$ cat src/rtl/ccr_pkg.sv
package ccr_pkg;
   localparam int ADDR_W = 15;
   localparam int DATA_W = 8;
   localparam int CNT_W  = 5;

   // Register offsets on the serial control port
   localparam logic [14:0] OFF_REF_SEL = 15'h0038;
   localparam logic [14:0] OFF_TS_CTRL = 15'h003B;
   localparam logic [14:0] OFF_SWING   = 15'h0048;
   localparam logic [14:0] OFF_ROUTING = 15'h0060;
   localparam logic [14:0] OFF_CAL_EN  = 15'h0061;

   // Reset values, and the value read at unmapped offsets
   localparam logic [7:0] RST_REF_SEL = 8'h00;
   localparam logic [7:0] RST_TS_CTRL = 8'h00;
   localparam logic [7:0] RST_SWING   = 8'h00;
   localparam logic [7:0] RST_ROUTING = 8'h01;
   localparam logic [7:0] RST_CAL_EN  = 8'h01;
   localparam logic [7:0] RD_UNMAPPED = 8'h00;

   // Field positions
   localparam int BIT_REF_CORE  = 0;
   localparam int BIT_TS_RECV   = 0;
   localparam int BIT_TS_DC     = 1;
   localparam int SWING_LSB     = 0;
   localparam int BIT_SWAP      = 4;
   localparam int SINGLE_LSB    = 0;
   localparam int BIT_CAL_RUN   = 0;
   localparam int HDR_READ_BIT  = 15;

   // Frame: 1 read flag, 15 address bits, 8 data bits, MSB first
   localparam logic [4:0] HEAD_LAST = 5'h0F;
   localparam logic [4:0] BODY_LAST = 5'h17;

   typedef enum logic [1:0] {
      SWING_HIGH = 2'h0,
      SWING_LOW  = 2'h1,
      SWING_RSVD = 2'h2,
      SWING_HIZ  = 2'h3
   } ccr_swing_e;

   typedef enum logic [1:0] {
      SINGLE_RSVD0 = 2'h0,
      SINGLE_A     = 2'h1,
      SINGLE_B     = 2'h2,
      SINGLE_RSVD3 = 2'h3
   } ccr_single_e;

   typedef enum logic [2:0] {
      SP_IDLE = 3'h1,
      SP_HEAD = 3'h2,
      SP_BODY = 3'h4
   } ccr_spi_e;

   typedef struct packed {
      logic       refCoreSupply;
      logic       tsRecvEn;
      logic       tsDcCoupled;
      logic [1:0] swing;
      logic       chanASrcB;
      logic       chanBSrcB;
      logic       calRun;
      logic       calHoldReset;
      logic       dividerReset;
   } ccr_cfg_s;
endpackage

$ cat src/rtl/ccr_regs.sv
`timescale 1ns/1ps
// Summary of operation
// - Reference select bit 0 set makes the core supply the voltage reference.
// - Timestamp control bit 0 enables the timestamp receiver; clear keeps it off.
// - Timestamp control bit 1 selects DC-coupled low-voltage PECL receiver mode.
// - Swing field codes: 0 high swing, 1 low swing, 3 high-impedance low swing.
// - Dual-channel mode: routing bit 4 swaps inputs A and B.
// - Interleaved mode: single field 1 picks A, 2 picks B; other codes pick A.
// - Input routing register resets to 0x01.
// - Calibration enable high runs calibration; low holds it in reset.
// - Calibration enable register resets to 0x01.
// - Clearing calibration enable also resets the output clock dividers.
module ccr_regs
   import ccr_pkg::*;
(
   input  wire logic sys_clk,
   input  wire logic reset,
   input  wire logic clkEn,
   input  wire logic spiCsN,
   input  wire logic spiSclk,
   input  wire logic spiSdi,
   input  wire logic interleaveEn,
   output logic      spiSdo,
   output logic      spiSdoOe,
   output ccr_cfg_s  cfg
);

   ccr_spi_e          stateQ,   stateD;
   logic [CNT_W-1:0]  cntQ,     cntD;
   logic [14:0]       shiftQ,   shiftD;
   logic [ADDR_W-1:0] addrQ,    addrD;
   logic              isReadQ,  isReadD;
   logic [7:0]        rdShiftQ, rdShiftD;
   logic              sclkQ,    sclkD;
   logic              sdoD,     sdoOeD;
   logic [7:0]        refSelQ,  refSelD;
   logic [7:0]        tsCtrlQ,  tsCtrlD;
   logic [7:0]        swingQ,   swingD;
   logic [7:0]        routingQ, routingD;
   logic [7:0]        calEnQ,   calEnD;
   ccr_cfg_s          cfgD;
   logic              sclkRise;
   logic              sclkFall;
   logic              commitWr;
   logic [7:0]        wrData;
   logic [15:0]       header;

   function automatic logic [7:0] readMux(input logic [ADDR_W-1:0] a,
                                          input logic [7:0] r0,
                                          input logic [7:0] r1,
                                          input logic [7:0] r2,
                                          input logic [7:0] r3,
                                          input logic [7:0] r4);
      logic [7:0] v;
      v = RD_UNMAPPED;
      unique case (a)
         OFF_REF_SEL: v = r0;
         OFF_TS_CTRL: v = r1;
         OFF_SWING:   v = r2;
         OFF_ROUTING: v = r3;
         OFF_CAL_EN:  v = r4;
         default:     v = RD_UNMAPPED;
      endcase
      return v;
   endfunction

   assign sclkRise = spiSclk & ~sclkQ;
   assign sclkFall = ~spiSclk & sclkQ;
   assign wrData   = {shiftQ[6:0], spiSdi};
   assign header   = {shiftQ, spiSdi};

   // Serial port: sample on rising edge, drive read data on falling edge
   always_comb begin
      stateD   = stateQ;
      cntD     = cntQ;
      shiftD   = shiftQ;
      addrD    = addrQ;
      isReadD  = isReadQ;
      rdShiftD = rdShiftQ;
      sclkD    = spiSclk;
      sdoD     = spiSdo;
      sdoOeD   = spiSdoOe;
      commitWr = 1'b0;
      if (spiCsN) begin
         stateD = SP_IDLE;
         cntD   = '0;
         sdoOeD = 1'b0;
      end else begin
         unique case (stateQ)
            SP_IDLE: begin
               stateD = SP_HEAD;
               cntD   = '0;
            end
            SP_HEAD: begin
               if (sclkRise) begin
                  shiftD = header[14:0];
                  cntD   = cntQ + 5'h01;
                  if (cntQ == HEAD_LAST) begin
                     stateD   = SP_BODY;
                     isReadD  = header[HDR_READ_BIT];
                     addrD    = header[14:0];
                     rdShiftD = readMux(header[14:0], refSelQ, tsCtrlQ,
                                        swingQ, routingQ, calEnQ);
                     sdoOeD   = header[HDR_READ_BIT];
                  end
               end
            end
            SP_BODY: begin
               if (sclkRise) begin
                  shiftD = header[14:0];
                  cntD   = cntQ + 5'h01;
                  if (cntQ == BODY_LAST) begin
                     // Further clocks under one select start a new frame
                     stateD   = SP_HEAD;
                     cntD     = '0;
                     sdoOeD   = 1'b0;
                     commitWr = ~isReadQ;
                  end
               end else if (sclkFall && isReadQ) begin
                  sdoD     = rdShiftQ[7];
                  rdShiftD = {rdShiftQ[6:0], 1'b0};
               end
            end
         endcase
      end
   end

   // Registers keep all eight bits, reserved ones included
   always_comb begin
      refSelD  = refSelQ;
      tsCtrlD  = tsCtrlQ;
      swingD   = swingQ;
      routingD = routingQ;
      calEnD   = calEnQ;
      if (commitWr) begin
         unique case (addrQ)
            OFF_REF_SEL: refSelD  = wrData;
            OFF_TS_CTRL: tsCtrlD  = wrData;
            OFF_SWING:   swingD   = wrData;
            OFF_ROUTING: routingD = wrData;
            OFF_CAL_EN:  calEnD   = wrData;
            default:     ;
         endcase
      end
   end

   // Controls follow the new register values in the same edge
   always_comb begin
      cfgD.refCoreSupply = refSelD[BIT_REF_CORE];
      cfgD.tsRecvEn      = tsCtrlD[BIT_TS_RECV];
      cfgD.tsDcCoupled   = tsCtrlD[BIT_TS_DC];
      // Code 2 is passed on as is; avoiding it is the writer's duty
      cfgD.swing         = swingD[SWING_LSB +: 2];
      if (interleaveEn) begin
         // Reserved codes fall back to input A
         cfgD.chanASrcB = (routingD[SINGLE_LSB +: 2] == SINGLE_B);
         cfgD.chanBSrcB = (routingD[SINGLE_LSB +: 2] == SINGLE_B);
      end else begin
         cfgD.chanASrcB = routingD[BIT_SWAP];
         cfgD.chanBSrcB = ~routingD[BIT_SWAP];
      end
      cfgD.calRun        = calEnD[BIT_CAL_RUN];
      cfgD.calHoldReset  = ~calEnD[BIT_CAL_RUN];
      cfgD.dividerReset  = ~calEnD[BIT_CAL_RUN];
   end

   always_ff @(posedge sys_clk or posedge reset) begin
      if (reset) begin
         stateQ   <= SP_IDLE;
         cntQ     <= '0;
         shiftQ   <= '0;
         addrQ    <= '0;
         isReadQ  <= 1'b0;
         rdShiftQ <= '0;
         sclkQ    <= 1'b0;
         spiSdo   <= 1'b0;
         spiSdoOe <= 1'b0;
         refSelQ  <= RST_REF_SEL;
         tsCtrlQ  <= RST_TS_CTRL;
         swingQ   <= RST_SWING;
         routingQ <= RST_ROUTING;
         calEnQ   <= RST_CAL_EN;
         cfg      <= '{refCoreSupply: 1'b0, tsRecvEn: 1'b0,
                       tsDcCoupled: 1'b0, swing: SWING_HIGH,
                       chanASrcB: 1'b0, chanBSrcB: 1'b1, calRun: 1'b1,
                       calHoldReset: 1'b0, dividerReset: 1'b0};
      end else if (clkEn) begin
         stateQ   <= stateD;
         cntQ     <= cntD;
         shiftQ   <= shiftD;
         addrQ    <= addrD;
         isReadQ  <= isReadD;
         rdShiftQ <= rdShiftD;
         sclkQ    <= sclkD;
         spiSdo   <= sdoD;
         spiSdoOe <= sdoOeD;
         refSelQ  <= refSelD;
         tsCtrlQ  <= tsCtrlD;
         swingQ   <= swingD;
         routingQ <= routingD;
         calEnQ   <= calEnD;
         cfg      <= cfgD;
      end
   end
endmodule

$ cat config.mk
export PLATFORM = sky130hd
export DESIGN_NAME = ccr_regs
export DESIGN_NICKNAME = d
export VERILOG_FILES = /design/src/rtl/ccr_pkg.sv /design/src/rtl/ccr_regs.sv
export SDC_FILE = /design/constraint.sdc
export NUM_CORES = 1
export LEC_CHECK = 0
export BUFFER_PORTS_ARGS = -buffer_cell sky130_fd_sc_hd__buf_2
export CORE_MARGIN = 5
export CORE_UTILIZATION = 45
export CTS_BUF_LIST = sky130_fd_sc_hd__clkbuf_16
export DETAILED_ROUTE_END_ITERATION = 8
export PLACE_DENSITY = 0.59
export SLEW_MARGIN = 10
export SYNTH_ARGS = -nofsm -noshare
export SYNTH_HDL_FRONTEND = slang
export SYNTH_SLANG_ARGS = --single-unit
$ cat constraint.sdc
create_clock -name sys_clk -period 4.6 [get_ports sys_clk]
set_input_delay 0.69 -clock sys_clk [delete_from_list [all_inputs] [get_ports sys_clk]]
set_output_delay 0.69 -clock sys_clk [all_outputs]
set_load 0.01 [all_outputs]
# Yosys cells after proc, flatten, opt, wreduce, memory -nomap -nowiden
# Cells that the tools add are included.
[word_totals] elab_cells=108 register_bits=95 input_bits=7 out_inout_bits=12
[classes] reduce_logical=16 bitwise=9 n_eq_ne=24 mux=34 n_addsub=1
[ops] operator="$eq A15 B7 Y1 const B" count=6
[ops] operator="$eq A15 B6 Y1 const B" count=4
[ops] operator="$pmux W8 S5" count=1
[ops] operator="$mux W8" count=4
[ops] operator="$mux W5" count=6
[ops] operator="$reduce_and A3 Y1" count=6
[ops] operator="$pmux W8 S2" count=1
[ops] operator="$mux W3" count=5
[ops] operator="$pmux W5 S3" count=1
[ops] operator="$reduce_and A5 Y1" count=3
[ops] operator="$ne A3 B3 Y1 const B" count=4
[ops] operator="$mux W1" count=11
[ops] operator="$pmux W3 S3" count=1
[ops] operator="$ne A2 B2 Y1 const B" count=4
[ops] operator="$not A1 Y1" count=7
[ops] operator="$reduce_and A7 Y1" count=1
[ops] operator="$mux W2" count=3
[ops] operator="$reduce_and A6 Y1" count=1
[ops] operator="$add A5 B1 Y5 const B" count=1
[ops] operator="$eq A5 B4 Y1 const B" count=1
[ops] operator="$eq A5 B5 Y1 const B" count=1
[ops] operator="$reduce_and A4 Y1" count=1
[ops] operator="$eq A3 B1 Y1 const B" count=1
[ops] operator="$eq A3 B2 Y1 const B" count=1
[ops] operator="other kinds (8)" count=9

# Longest topological paths before layout
# Gate-level depths: netlist of the first run.
[depth] depth_word=8 depth_mapped=9 mapped_depth_nobuf=7

# Worst setup path after synthesis of the first run
# No wires, ideal clock.
[synth_path] path_kind="input to register" start="in clkEn" end="reg shiftQ[10]" required_ps=4475 arrival_ps=2624 path_slack_ps=1851 setup_time_ps=125 stages=6 path_buffers=2 path_cell_list="clkbuf_1 > nor2b_1 > nand2_1 > nor3_1 > clkbuf_1 > mux2_2"
[synth_via] elab_chain_cells=1
[synth_lines] element="start: declaration" line_no="ccr_regs.sv:18" source="input wire logic clkEn,"
[synth_lines] element="$reduce_and A4 Y1 (no line)"
[synth_lines] element="end signal: assignment" line_no="ccr_regs.sv:190" source="shiftQ <= shiftD;"
[synth_lines] element="end: declaration" line_no="ccr_regs.sv:30" source="logic [14:0] shiftQ, shiftD;"
# Every way passes these cells.
# A chain may end at the register's enable or synchronous reset.

# Worst setup path in the final report of the first run
[layout_path] start="reg stateQ[1]" end="reg tsCtrlQ[6]"
[layout_via] elab_chain_cells=4
[layout_lines] element="start: declaration" line_no="ccr_regs.sv:28" source="ccr_spi_e stateQ, stateD;"
[layout_lines] element="start signal: assignment" line_no="ccr_regs.sv:188" source="stateQ <= stateD;"
[layout_lines] element="$eq A3 B3 Y1" line_no="ccr_regs.sv:89" source="unique case (stateQ)"
[layout_lines] element="$mux W1" line_no="ccr_regs.sv:89"
[layout_lines] element="$mux W1" line_no="ccr_regs.sv:84" source="if (spiCsN) begin"
[layout_lines] element="$reduce_and A3 Y1 (no line)"
[layout_lines] element="end signal: assignment" line_no="ccr_regs.sv:198" source="tsCtrlQ <= tsCtrlD;"
[layout_lines] element="end: declaration" line_no="ccr_regs.sv:37" source="logic [7:0] tsCtrlQ, tsCtrlD;"
# Every way passes these cells.

==> results of run 1 <==
[routing by layer]
metal  vias up  track usage, %  share of wire, %
li1       1379               -                 -
met3         9            4.44               4.2
met4         0            4.87              0.87
met2        53            25.9                44
met5         -               0                 0
met1      1445            25.4                50
[synth_stat cells, types with 2 or more instances]
cell type	count	area, sq um
or4_1	4	30.0
buf_4	9	67.6
nand3_1	6	30.0
mux2i_1	9	90.1
buf_2	4	20.0
inv_1	7	26.3
dfrtp_1	89	2230
and3_1	3	18.8
dfstp_2	4	105
a22o_1	8	70.1
a21oi_1	8	40.0
nand4b_1	2	17.5
nor3b_1	4	30.0
ha_1	2	25.0
clkbuf_1	9	33.8
nor2_1	14	52.6
nand2b_1	3	18.8
nand4_1	2	12.5
nor2b_1	3	18.8
nand2_1	65	244
o21ai_0	11	55.1
or3b_2	3	26.3
a211oi_1	2	15.0
a31oi_1	7	43.8
a22oi_1	7	52.6
buf_6	2	22.5
or2_2	7	43.8
nor3_1	9	45.0
mux2_2	61	687
or3_1	3	18.8
[worst register-to-register path, delay by kind of cell (launching register included)]
family / cells / cell delay (ps)
flops: 1 / 430
simple gates: 4 / 2090
mux: 1 / 390
[logic make-up (layout without fill, tap and decap cells)]
logic type	Yosys count	after routing	share of synthesized area, %
AOI/OAI and AO/OA	52	52	8.02
DFF	93	93	53.2
adders and majority gates	2	2	0.571
buffers and inverters	32	42	3.97
xor gates and xnor gates	1	1	0.200
muxes	70	70	17.7
and+or+nand+nor	138	138	16.3
[flip-flops by register name (all words and copies together) (netlist names)]
register  flops
addrQ        15
shiftQ       15
calEnQ        8
rdShiftQ      8
refSelQ       8
routingQ      8
swingQ        8
tsCtrlQ       7
cntQ          5
cfg           4
stateQ        3
isReadQ       1
sclkQ         1
spiSdo        1
spiSdoOe      1
[report_power, final]
part	internal (uW)	leakage [uW]	total, uW	switching [uW]
sequential	830	0.00126	858	28.2
clock	418	0.000143	731	313
combinational	24.8	0.000904	75.4	50.6
total	1270	0.00230	1660	391
[layout make-up]
class	instances	area [sq um]
fill	883	4830
sequential	93	2330
multi-input combinational	263	1890
clock buffer	9	225
tap	133	166
timing repair buffer	19	97.6
clock inverter	7	65.1
inverter	7	27.5
[path summary, 6_finish.rpt]
| path | startpoint | to | depth (start not counted) |
|---|---|---|---|
| min in group sys_clk | addrQ[12]$_DFFE_PP0P_ | addrQ[12]$_DFFE_PP0P_ | 2 |
| max | stateQ[1]$_DFFE_PP0P_ | tsCtrlQ[6]$_DFFE_PP0P_ | 5 |
| max reg2reg | stateQ[1]$_DFFE_PP0P_ | tsCtrlQ[6]$_DFFE_PP0P_ | 5 |
| max in group asynchronous | reset | refSelQ[5]$_DFFE_PP0P_ | 3 |
| min reg2reg | addrQ[12]$_DFFE_PP0P_ | addrQ[12]$_DFFE_PP0P_ | 2 |
| min | reset | cntQ[4]$_DFFE_PP0P_ | 2 |
[per-stage QoR]
step                total power [uW]  worst slack [ps]  hold WS [ps]  std cells
floorplan                        921              1500           437        388
global placement                 946              1630           451        515
detailed placement               949              1560           456        515
CTS                             1680              1540           438        531
global route                    1730              1410           478        531
finish                          1660              1560           426        531
==> flow_summary.json, run 1 <==
{
  "insertion_delay_ps": 340,
  "drtIter0Drc": 197,
  "fin_tns_setup_ps": 0,
  "dieHeight_um": 109,
  "die-area_sq_um": 11800,
  "yosysUniqueCellTypes": 51,
  "finClkSkew_ps": 7.84,
  "row_count": 36,
  "synthCells": 388,
  "yosysWarnings": 0,
  "core_area_sq_um": 9640,
  "cp_top_family": "simple AND/OR/NAND/NOR gates",
  "area_delta_synth_final_pct": 9.59,
  "cts_tree": "built",
  "vias": 2886,
  "worst_pin_slew_ps": 1200,
  "fin_crit_sh_pct": 66.0,
  "rsz0062_at_grt": "false",
  "dpl_cell_area_sq_um": 4510,
  "status": "finished clean",
  "grt_antenna_before_repair": 0,
  "hp-class": "input port to async pin",
  "grt_overflow": 0,
  "grt_max_degree": 56,
  "min_period_ps": 3040,
  "cp-start-kind": "flip-flop",
  "cts_resized": 0,
  "ys.flop_type": "dfrtp_1",
  "final_util_pct": 49.9,
  "num_antenna_cells": 0,
  "ys_ff_latch": 93,
  "cts_buffers": 9,
  "cap_violations": 0,
  "drcViolationCount": 0,
  "netlist_area_sq_um": 4390,
  "final_cell_mix": "dfrtp_1 (89), nand2_1 (65), mux2_2 (61)",
  "rrSetupSlack_ps": 1560,
  "drv_slew": 0,
  "synth_edf_count": 0,
  "ant_nets": 0,
  "drt-wirelength-per-cell_um": 17.7,
  "cts_setup_buffers": 0,
  "fmax_mhz": 329,
  "grt_pass1_vias": 2871,
  "path_buf_inv": 0,
  "worst-setup-path-type": "flip-flop to flip-flop",
  "ctsHoldBuffers": 0,
  "p_leak_uw": 0.00230,
  "synth_nets": 397,
  "peakVddDrop_mv": 0.160,
  "ys_seq_area_share_pct": 53.2,
  "layout-drive-gt1-share_pct": 29.9,
  "hpwlAfterDp_um": 6240,
  "grt_usage_pct": 17.5,
  "vias_per_cell": 5.44,
  "pin_count": 19,
  "avgSynthCellArea_sq_um": 11.3,
  "clk_pin_slew_worst_paths_ps": 70,
  "stdcell_area_sq_um": 4810,
  "port_buffers": 18,
  "cp_max_fo": 11,
  "mostFrequentLayoutCell": "dfrtp_1",
  "initial_core_util_pct": 45.5,
  "ys_async_sr_fraction_pct": 100,
  "cp_cell_sequence": "or3b_1 > or3_1 > or4_4 > nor3b_4 > mux2_2",
  "grt_pass1_wl_um": 15600,
  "cp_slowest_cell": "or4_4",
  "clockRootBuffer": "clkbuf_16",
  "clock-sinks": 93,
  "power_density_nw_per_um2": 346,
  "max-slew-margin-rel_pct": 19.6,
  "die_width_um": 109,
  "globalplace.congestion": 0.803,
  "crit_path_max_incr_delay_ps": 600,
  "worst-endpoint-arrival_ps": 3260,
  "cts_buffer_depth": 2,
  "finalSetupViolations": 0,
  "first_pass_iters": 4,
  "htreeDepth": 3,
  "routed_wl_um": 9370,
  "nNetsFinal": 402,
  "cp-end-kind": "flip-flop",
  "finalHoldViolCount": 0,
  "required_ps": 4830
}
No activity file was read; power rests on OpenSTA's default activity.
==> run 2: changes to the inputs <==
- clock period: 4.6 -> 2.85 ns (I/O delays scaled with it)
==> flow_summary.json, run 2 (same netlist as run 1, synthesis figures left out) <==
{
  "status": "finished clean",
  "drcViolationCount": 0,
  "vias_per_cell": 5.42,
  "dpl.cell_count": 529,
  "rsz0062_at_grt": "false",
  "worst-setup-path-type": "flip-flop to flip-flop",
  "final_util_pct": 51.1,
  "finClkSkew_ps": 7.75,
  "ctsHoldBuffers": 0,
  "cts_buffers": 9,
  "cap_violations": 0,
  "initial_core_util_pct": 45.5,
  "routed_wl_um": 9120,
  "seq_area_sq_um": 2330,
  "clock-sinks": 93,
  "clk_pin_slew_worst_paths_ps": 60,
  "pin_count": 19,
  "drv_slew": 0,
  "row_count": 36,
  "multi_input_area_sq_um": 1880,
  "port_buffers": 18,
  "cp-end-kind": "flip-flop",
  "cts_buffer_depth": 2,
  "min_period_ps": 2660,
  "finalHoldViolCount": 0,
  "finalSetupViolations": 0,
  "grt_max_degree": 45,
  "use_met1_pct": 24.2,
  "peakVddDrop_mv": 0.238,
  "cts_tree": "built",
  "grt_usage_pct": 17.3,
  "hpwlAfterDp_um": 6450,
  "stdcell_area_sq_um": 4930,
  "grt_overflow": 0,
  "reg_top3": "addrQ (15), shiftQ (15)",
  "grt_pass1_vias": 3102,
  "fin_ws_ps": 185,
  "fin_tns_setup_ps": 0,
  "fmax_mhz": 375,
  "dpl_cell_area_sq_um": 4630,
  "grt_pass1_wl_um": 15700,
  "layout-drive-gt1-share_pct": 32.0,
  "met3_usage_pct": 3.26,
  "mostFrequentLayoutCell": "dfrtp_1",
  "insertion_delay_ps": 340,
  "cp-start-kind": "flip-flop",
  "fin_crit_sh_pct": 93.5,
  "num_antenna_cells": 0,
  "die-area_sq_um": 11800,
  "hp-class": "input port to async pin",
  "power_density_nw_per_um2": 547,
  "die_width_um": 109,
  "core_area_sq_um": 9640,
  "grt_busiest_layer": "met2",
  "max-slew-margin-rel_pct": 50.3,
  "first_pass_iters": 4,
  "cts_setup_buffers": 0,
  "dieHeight_um": 109,
  "worst_pin_slew_ps": 745,
  "vias": 2952,
  "htreeDepth": 3,
  "globalRouteMet2Util_pct": 26.9,
  "clockRootBuffer": "clkbuf_16",
  "worst-endpoint-arrival_ps": 2910,
  "globalplace.congestion": 0.766,
  "required_ps": 3100,
  "final_cell_mix": "dfrtp_1 (89), nand2_1 (65), mux2_2 (61)",
  "grt_antenna_before_repair": 0,
  "crit_path_start": "addrQ[11]$_DFFE_PP0P_",
  "fill_cells": 901,
  "r2r_start": "addrQ[11]$_DFFE_PP0P_",
  "stdcell_count": 545,
  "ant_nets": 0,
  "cts_resized": 0,
  "dpl_worst_slack_ps": 205,
  "area_delta_synth_final_pct": 12.4,
  "drtIter0Drc": 163,
  "p_leak_uw": 0.00238,
  "drt-wirelength-per-cell_um": 16.7,
  "cp_max_fo": 3,
  "nNetsFinal": 416
}
-- run 2: final cells by class --
type	instances	area share, %
Clock buffer	9	4.57
Clock inverter	7	1.55
Inverter	7	0.559
Multi-Input combinational cell	263	38.2
Sequential cell	93	47.3
Tap cell	133	3.38
Timing Repair Buffer	33	4.37
-- run 2: final timing paths --
path	endpoint	slack, ps	cells after the start
worst max-delay path	cfg[3]$_DFFE_PP1P_	190	5
worst min-delay path	addrQ[2]$_DFFE_PP0P_	200	2
worst max register to register	cfg[3]$_DFFE_PP1P_	190	5
worst min register to register	addrQ[10]$_DFFE_PP0P_	470	2
max in group asynchronous	calEnQ[0]$_DFFE_PP1P_	1880	3
min in group sys_clk	sclkQ$_DFFE_PP0P_	380	2
-- run 2: through the flow --
stage | hold slack, ps | total power, uW
6_report | 198 | 2690
5_1_grt | 269 | 2800
4_1_cts | 224 | 2730
3_5_place_dp | 458 | 1530
3_3_place_gp | 457 | 1530
2_1_floorplan | 437 | 1490
-- run 2: metal layers --
metal / up-vias / share of wire (%)
met1: 1484 / 49
li1: 1411 / -
met2: 44 / 46
met3: 13 / 3.5
met4: 0 / 1.9
met5: - / 0
-- run 2: worst max-delay path, stage by stage (launching register included) --
cell and delay, ps:
dfrtp_1 380, or4_1 560, or4_1 620, nor3b_1 430, mux2_2 390, a211oi_1 200
-- run 2: where the power goes --
group | internal, uW | switching [uW]
logic | 43.9 | 78.7
clock network | 684 | 506
registers | 1340 | 42.7
total | 2070 | 627
